===== config.mk =====
export PLATFORM = sky130hd
export DESIGN_NAME = alc_audio_link_ctrl
export DESIGN_NICKNAME = d
export VERILOG_FILES = /design/src/inc/alc_pkg.sv /design/src/design/alc_hdx_gain.sv /design/src/design/alc_audio_link_ctrl.sv
export SDC_FILE = /design/constraint.sdc
export NUM_CORES = 1
export LEC_CHECK = 0
export ABC_AREA = 1
export BUFFER_PORTS_ARGS = -buffer_cell sky130_fd_sc_hd__buf_2
export CAP_MARGIN = 0
export CORE_ASPECT_RATIO = 1.5
export CORE_UTILIZATION = 55
export DETAILED_ROUTE_END_ITERATION = 6
export PLACE_DENSITY = 0.84
export SYNTH_ARGS = -nofsm -noshare
export SYNTH_HDL_FRONTEND = slang
export SYNTH_HIERARCHICAL = 1
export SYNTH_SLANG_ARGS = --single-unit

===== constraint.sdc =====
create_clock -name core_clk -period 4.2 [get_ports core_clk]
set_clock_uncertainty 0.05 [all_clocks]
set_input_delay 0.84 -clock core_clk [delete_from_list [all_inputs] [get_ports core_clk]]
set_output_delay 0.84 -clock core_clk [all_outputs]
set_load 0.1 [all_outputs]

===== src/inc/alc_pkg.sv =====
// Purpose: shared constants of the audio link control block
// Assumes: 32-bit classic Wishbone, one register per aligned word
// Notes: register byte address is four times the register index
`default_nettype none

package alc_pkg;

  // register indices, byte address = index * 4
  localparam logic [13:0] IDX_VOLUME = 14'h0001;
  localparam logic [13:0] IDX_MIC_COARSE = 14'h03d3;
  localparam logic [13:0] IDX_AUDIO_CTRL = 14'h0400;
  localparam logic [13:0] IDX_REMOTE_STAT = 14'h0419;
  localparam logic [13:0] IDX_SPK_SCALE = 14'h0990;
  localparam logic [13:0] IDX_ECHO_CTRL = 14'h0a5c;
  localparam logic [13:0] IDX_MIC_FINE = 14'h0b7e;

  // field positions
  localparam int VOL_LSB = 6;
  localparam int MICC_LSB = 1;
  localparam int CTL_SQUELCH = 2;
  localparam int CTL_HANDSET = 5;
  localparam int CTL_AGC = 6;
  localparam int CTL_HDX = 7;
  localparam int STAT_ONHOOK = 7;
  localparam int EC_CMD_BIT = 15;
  localparam int EC_ACT_BIT = 14;

  // values after reset
  localparam logic [1:0] VOL_RST = 2'h0;
  localparam logic [1:0] MICC_RST = 2'h0;
  localparam logic [7:0] CTL_RST = 8'h00;
  localparam logic [15:0] MIC_FINE_RST = 16'h0800;
  localparam logic [15:0] SPK_SCALE_RST = 16'hf000;
  localparam logic [13:0] EC_LOW_RST = 14'h0000;

  // coarse microphone gain in dB per code 00..11
  localparam logic [4:0] MICC_DB0 = 5'h00;
  localparam logic [4:0] MICC_DB1 = 5'h0a;
  localparam logic [4:0] MICC_DB2 = 5'h0f;
  localparam logic [4:0] MICC_DB3 = 5'h14;

  // speaker attenuation in dB per volume code 01..11
  localparam logic [3:0] VOL_ATT1 = 4'h0;
  localparam logic [3:0] VOL_ATT2 = 4'h6;
  localparam logic [3:0] VOL_ATT3 = 4'hc;

  // fine microphone gain table, +10 dB down to -10 dB in 2 dB steps
  localparam int MIC_STEPS = 11;
  localparam logic signed [4:0] MIC_DB_TOP = 5'sh0a;
  localparam logic signed [4:0] MIC_DB_STEP = 5'sh02;
  localparam logic [15:0] MIC_DB_CODE [0:10] = '{
    16'h1500, 16'h1200, 16'h0f00, 16'h0c00, 16'h0a00, 16'h0800,
    16'h0500, 16'h0200, 16'hff00, 16'hfd00, 16'hfa00};

  // half-duplex gain control ducking
  localparam logic [7:0] HDX_MARGIN = 8'h10;
  localparam logic [1:0] DUCK_NONE = 2'h0;
  localparam logic [1:0] DUCK_MILD = 2'h1;
  localparam logic [1:0] DUCK_DEEP = 2'h2;

  // bus slave states
  typedef enum logic [1:0] {
    BUS_IDLE = 2'b01,
    BUS_ACK = 2'b10
  } alc_bus_e;

endpackage

`default_nettype wire


===== src/design/alc_hdx_gain.sv =====
// Purpose: half-duplex gain control, ducks the quieter audio direction
// Assumes: level inputs are envelope values, larger is louder
// Notes: never mutes a direction, so the path stays full duplex
`timescale 1ns/1ps
`default_nettype none

module alc_hdx_gain (
  // clock and reset
  input wire logic core_clk,
  input wire logic sys_rst,
  // control
  input wire logic hdxEnable,
  // audio levels
  input wire logic [7:0] micLevel,
  input wire logic [7:0] spkLevel,
  // gain adjustments
  output logic [1:0] micDuck,
  output logic [1:0] spkDuck
);

  typedef struct packed {
    logic [1:0] micDuck;
    logic [1:0] spkDuck;
  } alc_hdx_s;

  alc_hdx_s st_reg;
  alc_hdx_s st_next;
  logic [8:0] micPlus;
  logic [8:0] spkPlus;

  // compare levels with a margin, re-evaluated every cycle
  always_comb
  begin
    micPlus = {1'b0, micLevel} + {1'b0, alc_pkg::HDX_MARGIN};
    spkPlus = {1'b0, spkLevel} + {1'b0, alc_pkg::HDX_MARGIN};
    st_next = st_reg;
    if (!hdxEnable)
    begin
      st_next.micDuck = alc_pkg::DUCK_NONE;
      st_next.spkDuck = alc_pkg::DUCK_NONE;
    end
    else if ({1'b0, spkLevel} > micPlus)
    begin
      st_next.micDuck = alc_pkg::DUCK_DEEP; // far talker dominant
      st_next.spkDuck = alc_pkg::DUCK_NONE;
    end
    else if ({1'b0, micLevel} > spkPlus)
    begin
      st_next.micDuck = alc_pkg::DUCK_NONE;
      st_next.spkDuck = alc_pkg::DUCK_DEEP; // near talker dominant
    end
    else
    begin
      st_next.micDuck = alc_pkg::DUCK_MILD; // double talk, both open
      st_next.spkDuck = alc_pkg::DUCK_MILD;
    end
  end

  // state register
  always_ff @(posedge core_clk)
  begin
    if (sys_rst)
      st_reg <= '0;
    else
      st_reg <= st_next;
  end

  assign micDuck = st_reg.micDuck;
  assign spkDuck = st_reg.spkDuck;

  chk_hdx_full_duplex: assert property (
    @(posedge core_clk) disable iff (sys_rst)
    !(micDuck == alc_pkg::DUCK_DEEP && spkDuck == alc_pkg::DUCK_DEEP))
    else $error("both directions ducked deep");

  chk_hdx_off_clean: assert property (
    @(posedge core_clk) disable iff (sys_rst)
    !hdxEnable ##1 1'b1 |-> micDuck == alc_pkg::DUCK_NONE && spkDuck == alc_pkg::DUCK_NONE)
    else $error("ducking active while gain control off");

endmodule // alc_hdx_gain

`default_nettype wire


===== src/design/alc_audio_link_ctrl.sv =====
// Purpose: audio path settings and audio link signalling of a data pump
// Assumes: registers reached over classic Wishbone, inputs synchronous
// Notes: remote squelch state arrives already decoded from the line
//
// Added by the designer: the Wishbone register port.
`timescale 1ns/1ps
`default_nettype none

// Function
// - coarse mic gain code gives 0/10/15/20 dB
// - fine mic gain resets on renegotiate, connected-only writes
// - fine mic gain word maps 2 dB steps
// - gain change follows multiplier log difference
// - handset uses fine words, ignores volume/coarse
// - echo write 8004 enables, reads 0004/4004
// - handset mode, speaker scale defaults F000
// - local squelch set makes remote on-hook
// - local squelch clear clears remote on-hook
// - ring only squelch set, remote off-hook
// - ringback only squelch clear, remote on-hook
// - half-duplex control adjusts gains, stays duplex
// - speaker volume code off/0/6/12 dB
module alc_audio_link_ctrl (
  // clock and reset
  input wire logic core_clk,
  input wire logic sys_rst,
  // wishbone slave
  input wire logic wb_cyc_i,
  input wire logic wb_stb_i,
  input wire logic wb_we_i,
  input wire logic [15:0] wb_adr_i,
  input wire logic [3:0] wb_sel_i,
  input wire logic [31:0] wb_dat_i,
  output logic [31:0] wb_dat_o,
  output logic wb_ack_o,
  // link status and events
  input wire logic linkConnected,
  input wire logic rate_renegotiate_request,
  input wire logic retrain_request,
  input wire logic remoteSquelchIn,
  output logic localSquelchOut,
  // audio levels for half-duplex control
  input wire logic [7:0] micLevel,
  input wire logic [7:0] spkLevel,
  // audio path settings
  output logic [4:0] micCoarseGainDb,
  output logic [15:0] micFineGainWord,
  output logic signed [4:0] micRelGainDb,
  output logic spkEnable,
  output logic [3:0] spkAttenDb,
  output logic [15:0] spkScaleWord,
  output logic handsetPathSel,
  output logic micAgcEnable,
  output logic echoCancelActive,
  output logic [1:0] micDuck,
  output logic [1:0] spkDuck,
  // tone gating
  output logic ringToneOn,
  output logic ringbackToneOn
);

  typedef struct packed {
    alc_pkg::alc_bus_e busState;
    logic [31:0] rdData;
    logic [1:0] volume;
    logic [1:0] micCoarse;
    logic [7:0] audioCtrl;
    logic remoteOnHook;
    logic [15:0] spkScale;
    logic ecEnable;
    logic [13:0] ecLow;
    logic [15:0] micFine;
    logic [4:0] micCoarseDb;
    logic signed [4:0] micRelDb;
    logic spkEn;
    logic [3:0] spkAtt;
    logic ecActive;
    logic ring;
    logic ringback;
    logic squelchOut;
  } alc_main_s;

  alc_main_s st_reg;
  alc_main_s st_next;
  logic [13:0] regIdx;
  logic busReq;
  logic wrStrobe;
  logic handset;
  logic [15:0] wrWord16;
  logic [7:0] wrByte;
  logic [15:0] ecRead;

  assign regIdx = wb_adr_i[15:2];
  assign busReq = wb_cyc_i && wb_stb_i;

  // merge a 16-bit register with write data under byte enables
  function automatic logic [15:0] merge16(input logic [15:0] old, input logic [31:0] d,
                                          input logic [3:0] sel);
    logic [15:0] res;
    res = old;
    if (sel[0])
      res[7:0] = d[7:0];
    if (sel[1])
      res[15:8] = d[15:8];
    return res;
  endfunction

  // next state: bus slave, register writes, derived path settings
  always_comb
  begin
    st_next = st_reg;
    wrStrobe = 1'b0;
    handset = st_reg.audioCtrl[alc_pkg::CTL_HANDSET];
    wrWord16 = 16'h0000;
    wrByte = wb_dat_i[7:0];
    ecRead = {1'b0, st_reg.ecActive, st_reg.ecLow};
    case (st_reg.busState)
      alc_pkg::BUS_IDLE:
      begin
        if (busReq)
        begin
          st_next.busState = alc_pkg::BUS_ACK;
          wrStrobe = wb_we_i;
          st_next.rdData = 32'h0000_0000;
          case (regIdx)
            alc_pkg::IDX_VOLUME:
              st_next.rdData[7:0] = {st_reg.volume, 6'h00};
            alc_pkg::IDX_MIC_COARSE:
              st_next.rdData[7:0] = {5'h00, st_reg.micCoarse, 1'b0};
            alc_pkg::IDX_AUDIO_CTRL:
              st_next.rdData[7:0] = st_reg.audioCtrl;
            alc_pkg::IDX_REMOTE_STAT:
              st_next.rdData[7:0] = {st_reg.remoteOnHook, 7'h00};
            alc_pkg::IDX_SPK_SCALE:
              st_next.rdData[15:0] = st_reg.spkScale;
            alc_pkg::IDX_ECHO_CTRL:
              st_next.rdData[15:0] = ecRead; // command bit reads back low
            alc_pkg::IDX_MIC_FINE:
              st_next.rdData[15:0] = st_reg.micFine;
            default:
              st_next.rdData = 32'h0000_0000;
          endcase
        end
      end
      alc_pkg::BUS_ACK:
        st_next.busState = alc_pkg::BUS_IDLE;
      default:
        st_next.busState = alc_pkg::BUS_IDLE;
    endcase

    // register writes; byte lane 0 holds the 8-bit registers
    if (wrStrobe && wb_sel_i[0])
    begin
      case (regIdx)
        alc_pkg::IDX_VOLUME:
          st_next.volume = wrByte[alc_pkg::VOL_LSB +: 2];
        alc_pkg::IDX_MIC_COARSE:
          st_next.micCoarse = wrByte[alc_pkg::MICC_LSB +: 2];
        alc_pkg::IDX_AUDIO_CTRL:
          st_next.audioCtrl = wrByte;
        default:
          st_next.volume = st_next.volume;
      endcase
    end
    if (wrStrobe && regIdx == alc_pkg::IDX_SPK_SCALE && linkConnected)
      st_next.spkScale = merge16(st_reg.spkScale, wb_dat_i, wb_sel_i);
    if (wrStrobe && regIdx == alc_pkg::IDX_MIC_FINE && linkConnected)
      st_next.micFine = merge16(st_reg.micFine, wb_dat_i, wb_sel_i);
    if (wrStrobe && regIdx == alc_pkg::IDX_ECHO_CTRL)
    begin
      wrWord16 = merge16({st_reg.ecEnable, 1'b0, st_reg.ecLow}, wb_dat_i, wb_sel_i);
      st_next.ecEnable = wrWord16[alc_pkg::EC_CMD_BIT]; // 8004 on, 0000 off
      st_next.ecLow = wrWord16[13:0];
    end

    // renegotiation restores both fine gain words, retrain only the speaker scale word
    if (rate_renegotiate_request)
    begin
      st_next.micFine = alc_pkg::MIC_FINE_RST;
      st_next.spkScale = alc_pkg::SPK_SCALE_RST;
    end
    if (retrain_request)
      st_next.spkScale = alc_pkg::SPK_SCALE_RST;

    // remote squelch mirrors into the on-hook status while the link is connected
    st_next.remoteOnHook = linkConnected && remoteSquelchIn;
    st_next.squelchOut = st_reg.audioCtrl[alc_pkg::CTL_SQUELCH];

    // echo canceller only runs connected and in handset mode
    st_next.ecActive = st_reg.ecEnable && handset && linkConnected;

    // coarse mic gain, ignored on the handset path
    case (handset ? alc_pkg::MICC_RST : st_reg.micCoarse)
      2'h0: st_next.micCoarseDb = alc_pkg::MICC_DB0;
      2'h1: st_next.micCoarseDb = alc_pkg::MICC_DB1;
      2'h2: st_next.micCoarseDb = alc_pkg::MICC_DB2;
      2'h3: st_next.micCoarseDb = alc_pkg::MICC_DB3;
      default: st_next.micCoarseDb = alc_pkg::MICC_DB0;
    endcase

    // speaker volume code, ignored on the handset path
    st_next.spkEn = 1'b1;
    case (st_reg.volume)
      2'h0: st_next.spkEn = handset; // speaker off
      2'h1: st_next.spkAtt = alc_pkg::VOL_ATT1;
      2'h2: st_next.spkAtt = alc_pkg::VOL_ATT2;
      2'h3: st_next.spkAtt = alc_pkg::VOL_ATT3;
      default: st_next.spkAtt = alc_pkg::VOL_ATT1;
    endcase
    if (handset || st_reg.volume == 2'h0)
      st_next.spkAtt = alc_pkg::VOL_ATT1;

    // fine gain word to relative dB; unlisted codes keep the last value
    for (int i = 0; i < alc_pkg::MIC_STEPS; i++)
    begin
      if (st_reg.micFine == alc_pkg::MIC_DB_CODE[i])
        st_next.micRelDb = alc_pkg::MIC_DB_TOP - 5'(i) * alc_pkg::MIC_DB_STEP;
    end

    // tone gating from squelch and remote on-hook, every cycle
    st_next.ring = st_reg.audioCtrl[alc_pkg::CTL_SQUELCH] && !st_reg.remoteOnHook;
    st_next.ringback = !st_reg.audioCtrl[alc_pkg::CTL_SQUELCH] && st_reg.remoteOnHook;
  end

  // state register
  always_ff @(posedge core_clk)
  begin
    if (sys_rst)
    begin
      st_reg <= '0;
      st_reg.busState <= alc_pkg::BUS_IDLE;
      st_reg.volume <= alc_pkg::VOL_RST;
      st_reg.micCoarse <= alc_pkg::MICC_RST;
      st_reg.audioCtrl <= alc_pkg::CTL_RST;
      st_reg.spkScale <= alc_pkg::SPK_SCALE_RST;
      st_reg.micFine <= alc_pkg::MIC_FINE_RST;
      st_reg.ecLow <= alc_pkg::EC_LOW_RST;
      st_reg.spkAtt <= alc_pkg::VOL_ATT1;
    end
    else
      st_reg <= st_next;
  end

  // half-duplex gain control
  alc_hdx_gain u_hdx (
    .core_clk(core_clk),
    .sys_rst(sys_rst),
    .hdxEnable(st_reg.audioCtrl[alc_pkg::CTL_HDX]),
    .micLevel(micLevel),
    .spkLevel(spkLevel),
    .micDuck(micDuck),
    .spkDuck(spkDuck)
  );

  // outputs straight from state
  assign wb_dat_o = st_reg.rdData;
  assign wb_ack_o = (st_reg.busState == alc_pkg::BUS_ACK);
  assign localSquelchOut = st_reg.squelchOut;
  assign micCoarseGainDb = st_reg.micCoarseDb;
  assign micFineGainWord = st_reg.micFine; // multiplier word for the gain stage
  assign micRelGainDb = st_reg.micRelDb;
  assign spkEnable = st_reg.spkEn;
  assign spkAttenDb = st_reg.spkAtt;
  assign spkScaleWord = st_reg.spkScale;
  assign handsetPathSel = st_reg.audioCtrl[alc_pkg::CTL_HANDSET];
  assign micAgcEnable = st_reg.audioCtrl[alc_pkg::CTL_AGC];
  assign echoCancelActive = st_reg.ecActive;
  assign ringToneOn = st_reg.ring;
  assign ringbackToneOn = st_reg.ringback;

  chk_ring_gate: assert property (
    @(posedge core_clk) disable iff (sys_rst)
    ringToneOn == ($past(st_reg.audioCtrl[alc_pkg::CTL_SQUELCH]) && !$past(st_reg.remoteOnHook)))
    else $error("ring gating wrong");

  chk_ringback_gate: assert property (
    @(posedge core_clk) disable iff (sys_rst)
    (st_reg.remoteOnHook && !st_reg.audioCtrl[alc_pkg::CTL_SQUELCH]) |=> ringbackToneOn)
    else $error("ringback missing");

  chk_tones_exclusive: assert property (
    @(posedge core_clk) disable iff (sys_rst)
    !(ringToneOn && ringbackToneOn))
    else $error("ring and ringback together");

  chk_squelch_out: assert property (
    @(posedge core_clk) disable iff (sys_rst)
    $rose(st_reg.audioCtrl[alc_pkg::CTL_SQUELCH]) |=> localSquelchOut)
    else $error("squelch not sent");

  chk_squelch_clear: assert property (
    @(posedge core_clk) disable iff (sys_rst)
    $fell(st_reg.audioCtrl[alc_pkg::CTL_SQUELCH]) |=> !localSquelchOut)
    else $error("squelch clear not sent");

  chk_fine_reneg: assert property (
    @(posedge core_clk) disable iff (sys_rst)
    rate_renegotiate_request |=> micFineGainWord == 16'h0800 && spkScaleWord == 16'hf000)
    else $error("fine gain not restored");

  chk_fine_locked: assert property (
    @(posedge core_clk) disable iff (sys_rst)
    (!linkConnected && !rate_renegotiate_request) |=> $stable(micFineGainWord))
    else $error("fine gain changed while disconnected");

  chk_coarse_map: assert property (
    @(posedge core_clk) disable iff (sys_rst)
    (st_reg.micCoarse == 2'h3 && !handsetPathSel) ##1 $stable(st_reg.micCoarse)
      |-> micCoarseGainDb == 5'h14)
    else $error("coarse gain code wrong");

  chk_handset_route: assert property (
    @(posedge core_clk) disable iff (sys_rst)
    handsetPathSel ##1 handsetPathSel |-> micCoarseGainDb == 5'h00 && spkAttenDb == 4'h0)
    else $error("handset path uses volume or coarse gain");

  chk_echo_readback: assert property (
    @(posedge core_clk) disable iff (sys_rst)
    wb_ack_o && !$past(wb_we_i) && $past(regIdx) == alc_pkg::IDX_ECHO_CTRL
      |-> !wb_dat_o[alc_pkg::EC_CMD_BIT]
        && wb_dat_o[alc_pkg::EC_ACT_BIT] == $past(echoCancelActive))
    else $error("echo readback wrong");

  chk_fine_db: assert property (
    @(posedge core_clk) disable iff (sys_rst)
    micFineGainWord == 16'hfa00 ##1 $stable(micFineGainWord) |-> micRelGainDb == -5'sd10)
    else $error("fine gain dB wrong");

  chk_volume_off: assert property (
    @(posedge core_clk) disable iff (sys_rst)
    (st_reg.volume == 2'h0 && !handsetPathSel) ##1 (st_reg.volume == 2'h0) |-> !spkEnable)
    else $error("speaker on at volume zero");

endmodule // alc_audio_link_ctrl

`default_nettype wire


==> results.json, run 1 <==
{
  "instances_no_fill": 992,
  "ff2ff_setup_slack_ns": 1.92,
  "ioPinCount": 167,
  "synth-seq-cells": 97,
  "drive_gt1_frac": 0.216,
  "cp-start-kind": "input pin",
  "pwr-share-seq": 0.478,
  "hp-class": "reg2reg",
  "critPathSlowestCell": "nor2_1",
  "finalSetupTns_ns": 0,
  "cp.arrival_ns": 2.69,
  "first_pass_iters": 6,
  "drt_iter0_drc": 402,
  "switchingPower_uw": 542,
  "p_leak_uw": 0.00285,
  "start_util": 0.565,
  "routed_wl_mm": 14.0,
  "synth_area_sq_um": 5700,
  "htreeDepth": 3,
  "path_clk_slew_ns": 0.07,
  "grt_start_max_net_pins": 45,
  "fin_crit_ns": 2.52,
  "yosysUniqueCellTypes": 39,
  "rsz0062_at_grt": "no",
  "switching_share": 0.281,
  "die_area_sq_um": 10800,
  "cts_sinks": 97,
  "crit_type": "in2reg",
  "cp.required_ns": 4.37,
  "grt_overflow": 0,
  "cts_resized": 0,
  "final_max_slew_viol_count": 0,
  "hold_buffers": 0,
  "max_freq_mhz": 397,
  "end_kind": "register",
  "min_to": "echoCancelActive",
  "fillCellCount": 965,
  "seq_area_frac_synth": 0.341,
  "wl_per_cell_um": 14.1,
  "drc_errors": 0,
  "synthCells": 808,
  "vias_per_cell": 5.33,
  "slew_headroom": 0.369,
  "root_buffer": "clkbuf_16",
  "routabilityCongestion": 0.977,
  "dp_cells": 975,
  "cts_tree": "built",
  "grt_pass1_vias": 4821,
  "grt_use_total": 0.267,
  "critPathMaxFanout": 12,
  "hold_viol": 0,
  "timing.rr.end": "spkScaleWord[10]",
  "power_frac_clock": 0.404,
  "grt_pass1_wl_mm": 22.3,
  "die_w_um": 85.1,
  "p_int_uw": 1390,
  "worstSkewPairLatency_ns": 0.35,
  "num_rows": 45,
  "reg2reg_depth": 8,
  "nets": 965,
  "dr_total_vias": 5286,
  "syn_to_final_growth_pct": 7.88,
  "antenna_found_initial": 1,
  "post_dp_cell_area_sq_um": 5870,
  "synth-async-reset-ratio": 0,
  "io_buffers": 128,
  "place.detailed.hpwl_mm": 10.7,
  "die_h_um": 127,
  "status": "finished, final reports clean",
  "maxCapViolations": 0,
  "power_density_nw_per_um2": 313,
  "cts_buffers": 9,
  "whs_path_depth": 2,
  "synth_flop_cell": "dfxtp_1",
  "critical-path-max-stage-delay_ns": 0.71,
  "ant_nets": 0,
  "cts_setup_buffers": 0,
  "setup_viol": 0,
  "core_area_sq_um": 10100,
  "path_delay_family": "simple AND/OR/NAND/NOR gates",
  "synth_edf_count": 0,
  "worst-path-buf-inv": 3,
  "cts_buffer_depth": 2,
  "r2r-start": "st_reg[112]",
  "crit_chain": "buf_2 -> nor2_1 -> inv_2 -> nor2_1 -> inv_2 -> a21oi_1 -> o21ai_0",
  "peakVddDrop_uv": 220,
  "synth_area_per_cell_sq_um": 7.05,
  "fin_area_sq_um": 6150,
  "tightest_slew_ns": 0.943,
  "hold_start": "st_reg[49]",
  "ys_warn_count": 6,
  "comb_power_share": 0.118,
  "fin_crit_sh": 0.600
}
## synth_stat cells (all sizes together), types with 2 or more instances
cell type  instances  area share
clkbuf             9      0.0059
inv               99       0.065
nand3             63       0.061
xor2               2      0.0031
clkinv             2      0.0015
a211oi            18       0.027
o21a               9       0.012
nand3b             2      0.0026
o211ai             6      0.0079
a21oi             64       0.056
nor3               8      0.0088
nand2            147       0.099
dfxtp             97        0.34
buf               87        0.12
xnor2              2      0.0031
and2               2      0.0026
o21ai             35       0.031
a31oi              2      0.0022
nand4             16       0.018
ha                19       0.042
nor2             116       0.092
## metrics by stage
| step | hold WS [ns] | setup slack [ns] | util | power [uW] |
|---|---|---|---|---|
| 6_report | 0.408 | 1.68 | 0.610 | 1930 |
| 4_1_cts | 0.410 | 1.71 | 0.610 | 1930 |
| 3_3_place_gp | 0.389 | 1.41 | 0.582 | 1170 |
| 5_1_grt | 0.430 | 1.44 | 0.610 | 1990 |
| 3_5_place_dp | 0.396 | 1.37 | 0.582 | 1170 |
| 2_1_floorplan | 0.372 | 1.72 | - | 1120 |
## worst max-delay path by stage
stage                           start          endpoint  slack (ns)  depth (start not counted)
after floorplan           st_reg[112]          wb_ack_o        1.72                          2
after detailed placement      sys_rst  spkScaleWord[14]        1.37                          7
after global routing          sys_rst  spkScaleWord[12]        1.44                          7
after global placement        sys_rst  spkScaleWord[14]        1.41                          7
final                         sys_rst  spkScaleWord[12]        1.68                          7
after CTS                     sys_rst  spkScaleWord[14]        1.71                          7
## worst register-to-register path, cell delays in order (launching register included)
cell and delay [ns]:
dfxtp_1 0.31, inv_2 0.05, nand2_1 0.07, nor2_4 0.40
nand2_1 0.20, nor2_4 0.23, nand4_1 0.40, o21ai_0 0.39
a21oi_1 0.07
## logic make-up (layout without fill, tap and decap cells)
logic type	after synthesis	after routing	share of synthesized area
flip-flops	97	97	0.341
AND/OR/NAND/NOR	356	356	0.287
other	1	19	0.000658
XOR/XNOR	4	4	0.00615
AO/OA/AOI/OAI	134	134	0.136
adder cells (fa/ha/maj)	19	19	0.0417
buffers and inverters	197	246	0.188
## final cells by class
class / instances / area (sq um) / share of cell area
well taps: 117 / 146 / 0.0238
flip-flops and latches: 97 / 1940 / 0.316
multi-input cells: 531 / 2750 / 0.447
repair buffers: 129 / 648 / 0.105
clock buffers: 10 / 229 / 0.0372
clock inverters: 6 / 51.3 / 0.00834
diodes: 1 / 2.50 / 0.000407
inverters: 101 / 380 / 0.0619
## metal layers
metal | global-route usage | wire length [um]
met1 | 0.279 | 5190
met2 | 0.487 | 7260
met3 | 0.0332 | 708
met4 | 0.188 | 858
met5 | 0 | 0
## layout by cell type, fill, tap and decap left out, types with 2 or more instances in the layout
| cell | instances |
|---|---|
| o211ai_1 | 6 |
| a21oi_1 | 64 |
| nand2_1 | 141 |
| nor2_1 | 97 |
| conb_1 | 18 |
| a211oi_1 | 14 |
| nor2_4 | 8 |
| nor2_2 | 11 |
| o21ai_1 | 10 |
| nand3_4 | 2 |
| inv_2 | 7 |
| clkinv_2 | 2 |
| nand3b_1 | 2 |
| clkbuf_16 | 9 |
| nand4_1 | 16 |
| a31oi_1 | 2 |
| dfxtp_1 | 97 |
| a211oi_2 | 4 |
| inv_6 | 2 |
| o21a_1 | 9 |
| inv_1 | 92 |
| nor3_2 | 2 |
| nand3_1 | 59 |
| xnor2_1 | 2 |
| o21ai_0 | 25 |
| buf_2 | 128 |
| xor2_1 | 2 |
| ha_1 | 19 |
| nand2_2 | 6 |
| nor3_1 | 6 |
| nand3_2 | 2 |
| clkinv_4 | 2 |
## power by group through the flow
stage	Clock (uW)	Combinational, uW	Sequential [uW]
floorplan	0	174	944
global placement	0	223	942
detailed placement	0	226	943
CTS	785	226	921
global route	826	246	921
finish	779	227	921
(Power assumes the default switching activity.)
==> run 2, diff against run 1 <==
- ABC_AREA: 1 -> 0
- CORE_UTILIZATION: 55 -> 52
- PLACE_DENSITY: 0.84 -> 0.81
- clock period: 4.2 -> 2.34 ns (I/O delays scaled with it)
==> run 2 against run 1 <==
  * The flow now finishes with violations (DRC)
  * Clock power grew 90%
  * Combinational power rose by 77%
  * Cell count fell by 21%
  * Critical path depth decreased by 2
  * Sequential power rose by 79%
  * Hold slack got worse by 0.087 ns
==> results.json, run 2 <==
{
  "drt_iter0_drc": 248,
  "wl_per_cell_um": 17.2,
  "critPathMaxFanout": 4,
  "hold_buffers": 0,
  "status": "complete, but fails checks",
  "synth_flop_cell": "dfxtp_1",
  "synth_top_area_cell": "dfxtp_1",
  "synth_area_per_cell_sq_um": 9.21,
  "tightest_slew_ns": 0.552,
  "die_area_sq_um": 10700,
  "synth_commonest_cells": "97 x dfxtp_1, 82 x buf_4, 60 x nor2_1",
  "ys_warn_count": 6,
  "fin_crit_sh": 0.891,
  "p_leak_uw": 0.00270,
  "synth-async-reset-ratio": 0,
  "path_clk_slew_ns": 0.08,
  "max_freq_mhz": 480,
  "cts_buffers": 9,
  "nets": 755,
  "finalSetupTns_ns": 0,
  "core_area_sq_um": 10100,
  "hp-class": "in2reg",
  "cts_sinks": 97,
  "first_pass_iters": 7,
  "final_cell_mix": "128 x buf_2, 97 x dfxtp_1, 60 x nor2_1",
  "cts_resized": 0,
  "antenna_found_initial": 0,
  "yosysUniqueCellTypes": 73,
  "cts_setup_buffers": 0,
  "rsz0062_at_grt": "no",
  "root_buffer": "clkbuf_16",
  "cts_buffer_depth": 2,
  "syn_to_final_growth_pct": 12.5,
  "routed_wl_mm": 13.4,
  "place.detailed.hpwl_mm": 10.3,
  "end_kind": "register",
  "synth_edf_count": 0,
  "synth-seq-cells": 97,
  "cp.arrival_ns": 2.29,
  "ioPinCount": 167,
  "drc_errors": 8,
  "vias_per_cell": 5.84,
  "synthCells": 582,
  "synth_area_sq_um": 5360,
  "cp-start-kind": "register",
  "power_density_nw_per_um2": 586,
  "utilization": 0.598,
  "fin_crit_ns": 2.08,
  "setup_viol": 0,
  "die_w_um": 84.9,
  "grt_pass1_wl_mm": 21.3,
  "cts_tree": "built",
  "synthTopCellsByArea": "dfxtp_1 36%, buf_4 11%, mux2i_1 9.3%",
  "final_max_slew_viol_count": 0,
  "cp.required_ns": 2.55,
  "num_rows": 45,
  "routabilityCongestion": 0.901,
  "diodes": 0,
  "synth_top_area_share": 0.362,
  "grt_start_max_net_pins": 37,
  "hold_viol": 0,
  "violations": "DRC",
  "start_util": 0.532,
  "final_common_cell": "buf_2",
  "dr_total_vias": 4560,
  "die_h_um": 126,
  "slew_headroom": 0.629,
  "ant_nets": 0,
  "grt_use_total": 0.255,
  "grt_pass1_vias": 4487,
  "seq_area_frac_synth": 0.362,
  "yosys.cell_count.top_type": "dfxtp_1",
  "worstSkewPairLatency_ns": 0.35,
  "crit_type": "reg2reg",
  "maxCapViolations": 0,
  "htreeDepth": 3,
  "peakVddDrop_uv": 335,
  "drive_gt1_frac": 0.292,
  "io_buffers": 128,
  "grt_overflow": 0
}
-- run 2: area by class of cell --
class / instances / area [sq um]
Multi-Input combinational cell: 379 / 2690
Timing Repair Buffer: 153 / 878
Fill cell: 871 / 4050
Inverter: 19 / 71.3
Tap cell: 117 / 146
Clock buffer: 9 / 225
Sequential cell: 97 / 1940
Clock inverter: 7 / 81.3
-- run 2: kinds of logic after synthesis --
family,share of synthesized area
adder cells (fa/ha/maj),0.0443
flip-flops,0.362
buffers and inverters,0.149
multiplexers,0.0933
AO/OA/AOI/OAI,0.128
other,0.000699
AND/OR/NAND/NOR,0.213
XOR/XNOR,0.00980
-- run 2: critical path: stages, from the launching register on --
cell,delay [ns]
dfxtp_1,0.36
nor4_2,0.55
nand3_1,0.24
a211oi_1,0.43
nor4_1,0.12
a311oi_2,0.25
-- run 2: per-stage QoR --
stage	total power, uW	hold WS [ns]	instance area [sq um]	setup WS (ns)	instances
finish	3540	0.320	6030	0.256	781
global route	3650	0.327	6030	0.141	781
CTS	3550	0.313	6030	0.234	781
detailed placement	2090	0.392	5720	0.117	765
global placement	2080	0.387	5720	0.175	765
floorplan	1990	0.357	5430	0.156	599
-- run 2: final timing paths --
check | start | end | slack, ns | depth (start not counted)
worst max-delay path | micFineGainWord[7] | micRelGainDb[1] | 0.26 | 5
worst min-delay path | wb_dat_i[14] | spkScaleWord[14] | 0.32 | 3
worst min register to register | wb_dat_o[11] | wb_dat_o[11] | 0.40 | 2
worst max register to register | micFineGainWord[7] | micRelGainDb[1] | 0.26 | 5
-- run 2: layer usage --
metal	GRT usage	wire length, um
met1	0.280	5020
met3	0.0429	810
met5	0	0
met2	0.461	6980
met4	0.147	605
-- run 2: power breakdown --
group          leakage [uW]  switching (uW)  internal (uW)  total (uW)
clock network      0.000150             715            764        1480
logic               0.00177             300            102         402
registers          0.000782            2.29           1650        1650
==> run 3, diff against run 2 <==
- PLACE_DENSITY: 0.81 -> 0.87
- REMOVE_ABC_BUFFERS: not set -> 1
==> run 3 against run 2 <==
  * The run still ends with DRC left
  * Non-clock buffer count shrank 6
  * Flip-flop and latch count unchanged
  * Routed wire length is 1.4% higher
  * Cell count decreased by 0.77%
  * Via count up 1.2%
  * Sequential share of layout area rose by 0.36 points
  * Critical endpoint is now micFineGainWord[11]
  * Largest cell class unchanged
  * Largest power group unchanged
  * Highest routed layer unchanged
==> results.json, run 3 (synthesis gave the netlist of run 2 again) <==
{
  "power_density_nw_per_um2": 591,
  "ioPinCount": 167,
  "grt_overflow": 0,
  "start_util": 0.532,
  "cp-start-kind": "register",
  "drt_iter0_drc": 318,
  "worstSkewPairLatency_ns": 0.35,
  "whs_path_depth": 3,
  "crit_type": "reg2out",
  "fillCellCount": 859,
  "drc_errors": 11,
  "diodes": 0,
  "utilization": 0.592,
  "violations": "DRC",
  "setup_slack_ns": 0.323,
  "final_cell_mix": "128 x buf_2, 97 x dfxtp_1, 60 x nor2_1",
  "end_kind": "output pin",
  "critPathSlowestCell": "dfxtp_1",
  "use_met3": 0.0429,
  "core_area_sq_um": 10100,
  "reg2reg_depth": 5,
  "dr_total_vias": 4613,
  "p_leak_uw": 0.00266,
  "grt_use_total": 0.259,
  "grtUsageMet1": 0.264,
  "grt_pass1_wl_mm": 21.6,
  "hold_buffers": 0,
  "timing.rr.end": "micRelGainDb[1]",
  "syn_to_final_growth_pct": 11.2,
  "wl_per_cell_um": 17.6,
  "die_h_um": 126,
  "first_pass_iters": 7,
  "ant_nets": 0,
  "fin_crit_ns": 2.02,
  "worst-path-buf-inv": 1,
  "grt.busiest_layer": "met2",
  "fin_area_sq_um": 5960,
  "critical-path-max-stage-delay_ns": 0.63,
  "nets": 749,
  "startpoint": "micFineGainWord[11]",
  "crit_end": "micFineGainWord[11]",
  "cp.arrival_ns": 1.50,
  "cts_tree": "built",
  "cts_sinks": 97,
  "hold_viol": 0,
  "cts_resized": 0,
  "grt_start_max_net_pins": 29,
  "place.detailed.hpwl_mm": 10.4,
  "final_common_cell": "buf_2",
  "rsz0062_at_grt": "no",
  "cp.required_ns": 1.82,
  "maxCapViolations": 0,
  "slew_headroom": 0.637,
  "post_dp_cell_area_sq_um": 5670,
  "antenna_found_initial": 0,
  "io_buffers": 128,
  "routed_wl_mm": 13.6,
  "die_w_um": 84.9,
  "crit_chain": "buf_2",
  "grt_pass1_vias": 4473,
  "cts_setup_buffers": 0,
  "cts_buffers": 9,
  "tightest_slew_ns": 0.544,
  "path_clk_slew_ns": 0.07,
  "vias_per_cell": 5.95,
  "final_max_slew_viol_count": 0,
  "whs_ns": 0.313,
  "num_rows": 45,
  "r2r-start": "micFineGainWord[8]",
  "setup_viol": 0,
  "cts_buffer_depth": 2,
  "crit_cells": 1,
  "ff2ff_setup_slack_ns": 0.35,
  "max_freq_mhz": 496,
  "root_buffer": "clkbuf_16",
  "fin_crit_sh": 0.862,
  "routabilityCongestion": 0.872,
  "peakVddDrop_uv": 335,
  "path_delay_family": "flip-flops",
  "met2_usage": 0.472,
  "status": "complete, but fails checks",
  "htreeDepth": 3,
  "hp-class": "in2reg",
  "critPathMaxFanout": 16,
  "drive_gt1_frac": 0.284,
  "dp_slack_ns": 0.107,
  "die_area_sq_um": 10700
}
## run 3: changes by cell type in the layout (fill, tap and decap cells not counted), moves of 2 or more
cell | previous run | this run
buf_4 | 21 | 16
inv_8 | 2 | 0
clkinv_2 | 0 | 2
inv_6 | 2 | 0
clkinvlp_4 | 0 | 2
clkinv_8 | 2 | 0
## run 3: worst reg2reg max path: cells and delay by family (launching register included)
family	cells	cell delay (ns)
DFF	1	0.46
and+or+nand+nor	2	0.56
AOI/OAI and AO/OA	3	0.84
## run 3: layer usage
layer / vias up / share of wire / wire, um
li1: 2123 / - / -
met1: 2208 / 0.37 / 5000
met2: 235 / 0.53 / 7190
met3: 47 / 0.057 / 779
met4: 0 / 0.046 / 631
met5: - / 0 / 0
## run 3: area by class of cell
cell class / count / area [sq um] / area share
multi-input cells: 379 / 2690 / 0.450
clock buffers: 11 / 243 / 0.0407
flip-flops and latches: 97 / 1940 / 0.326
repair buffers: 147 / 821 / 0.138
inverters: 19 / 71.3 / 0.0120
clock inverters: 5 / 55.1 / 0.00923
well taps: 117 / 146 / 0.0245
## run 3: metrics by stage
step	TNS, ns	total power, uW	cells
6_report	0	3520	775
5_1_grt	0	3650	775
4_1_cts	0	3550	775
3_5_place_dp	0	2090	759
3_3_place_gp	0	2070	759
2_1_floorplan	-1.28	1950	495
## run 3: where the power goes
part | total [uW] | leakage (uW) | switching [uW] | internal (uW)
logic | 401 | 0.00173 | 299 | 102
registers | 1660 | 0.000782 | 1.84 | 1650
clock network | 1460 | 0.000142 | 611 | 853
## run 3: worst min-delay path by stage
stage | to | from
floorplan | ringToneOn | st_reg[66]
global placement | ringToneOn | st_reg[66]
detailed placement | ringToneOn | st_reg[66]
CTS | spkScaleWord[12] | retrain_request
global route | micFineGainWord[11] | wb_dat_i[11]
finish | spkScaleWord[12] | retrain_request
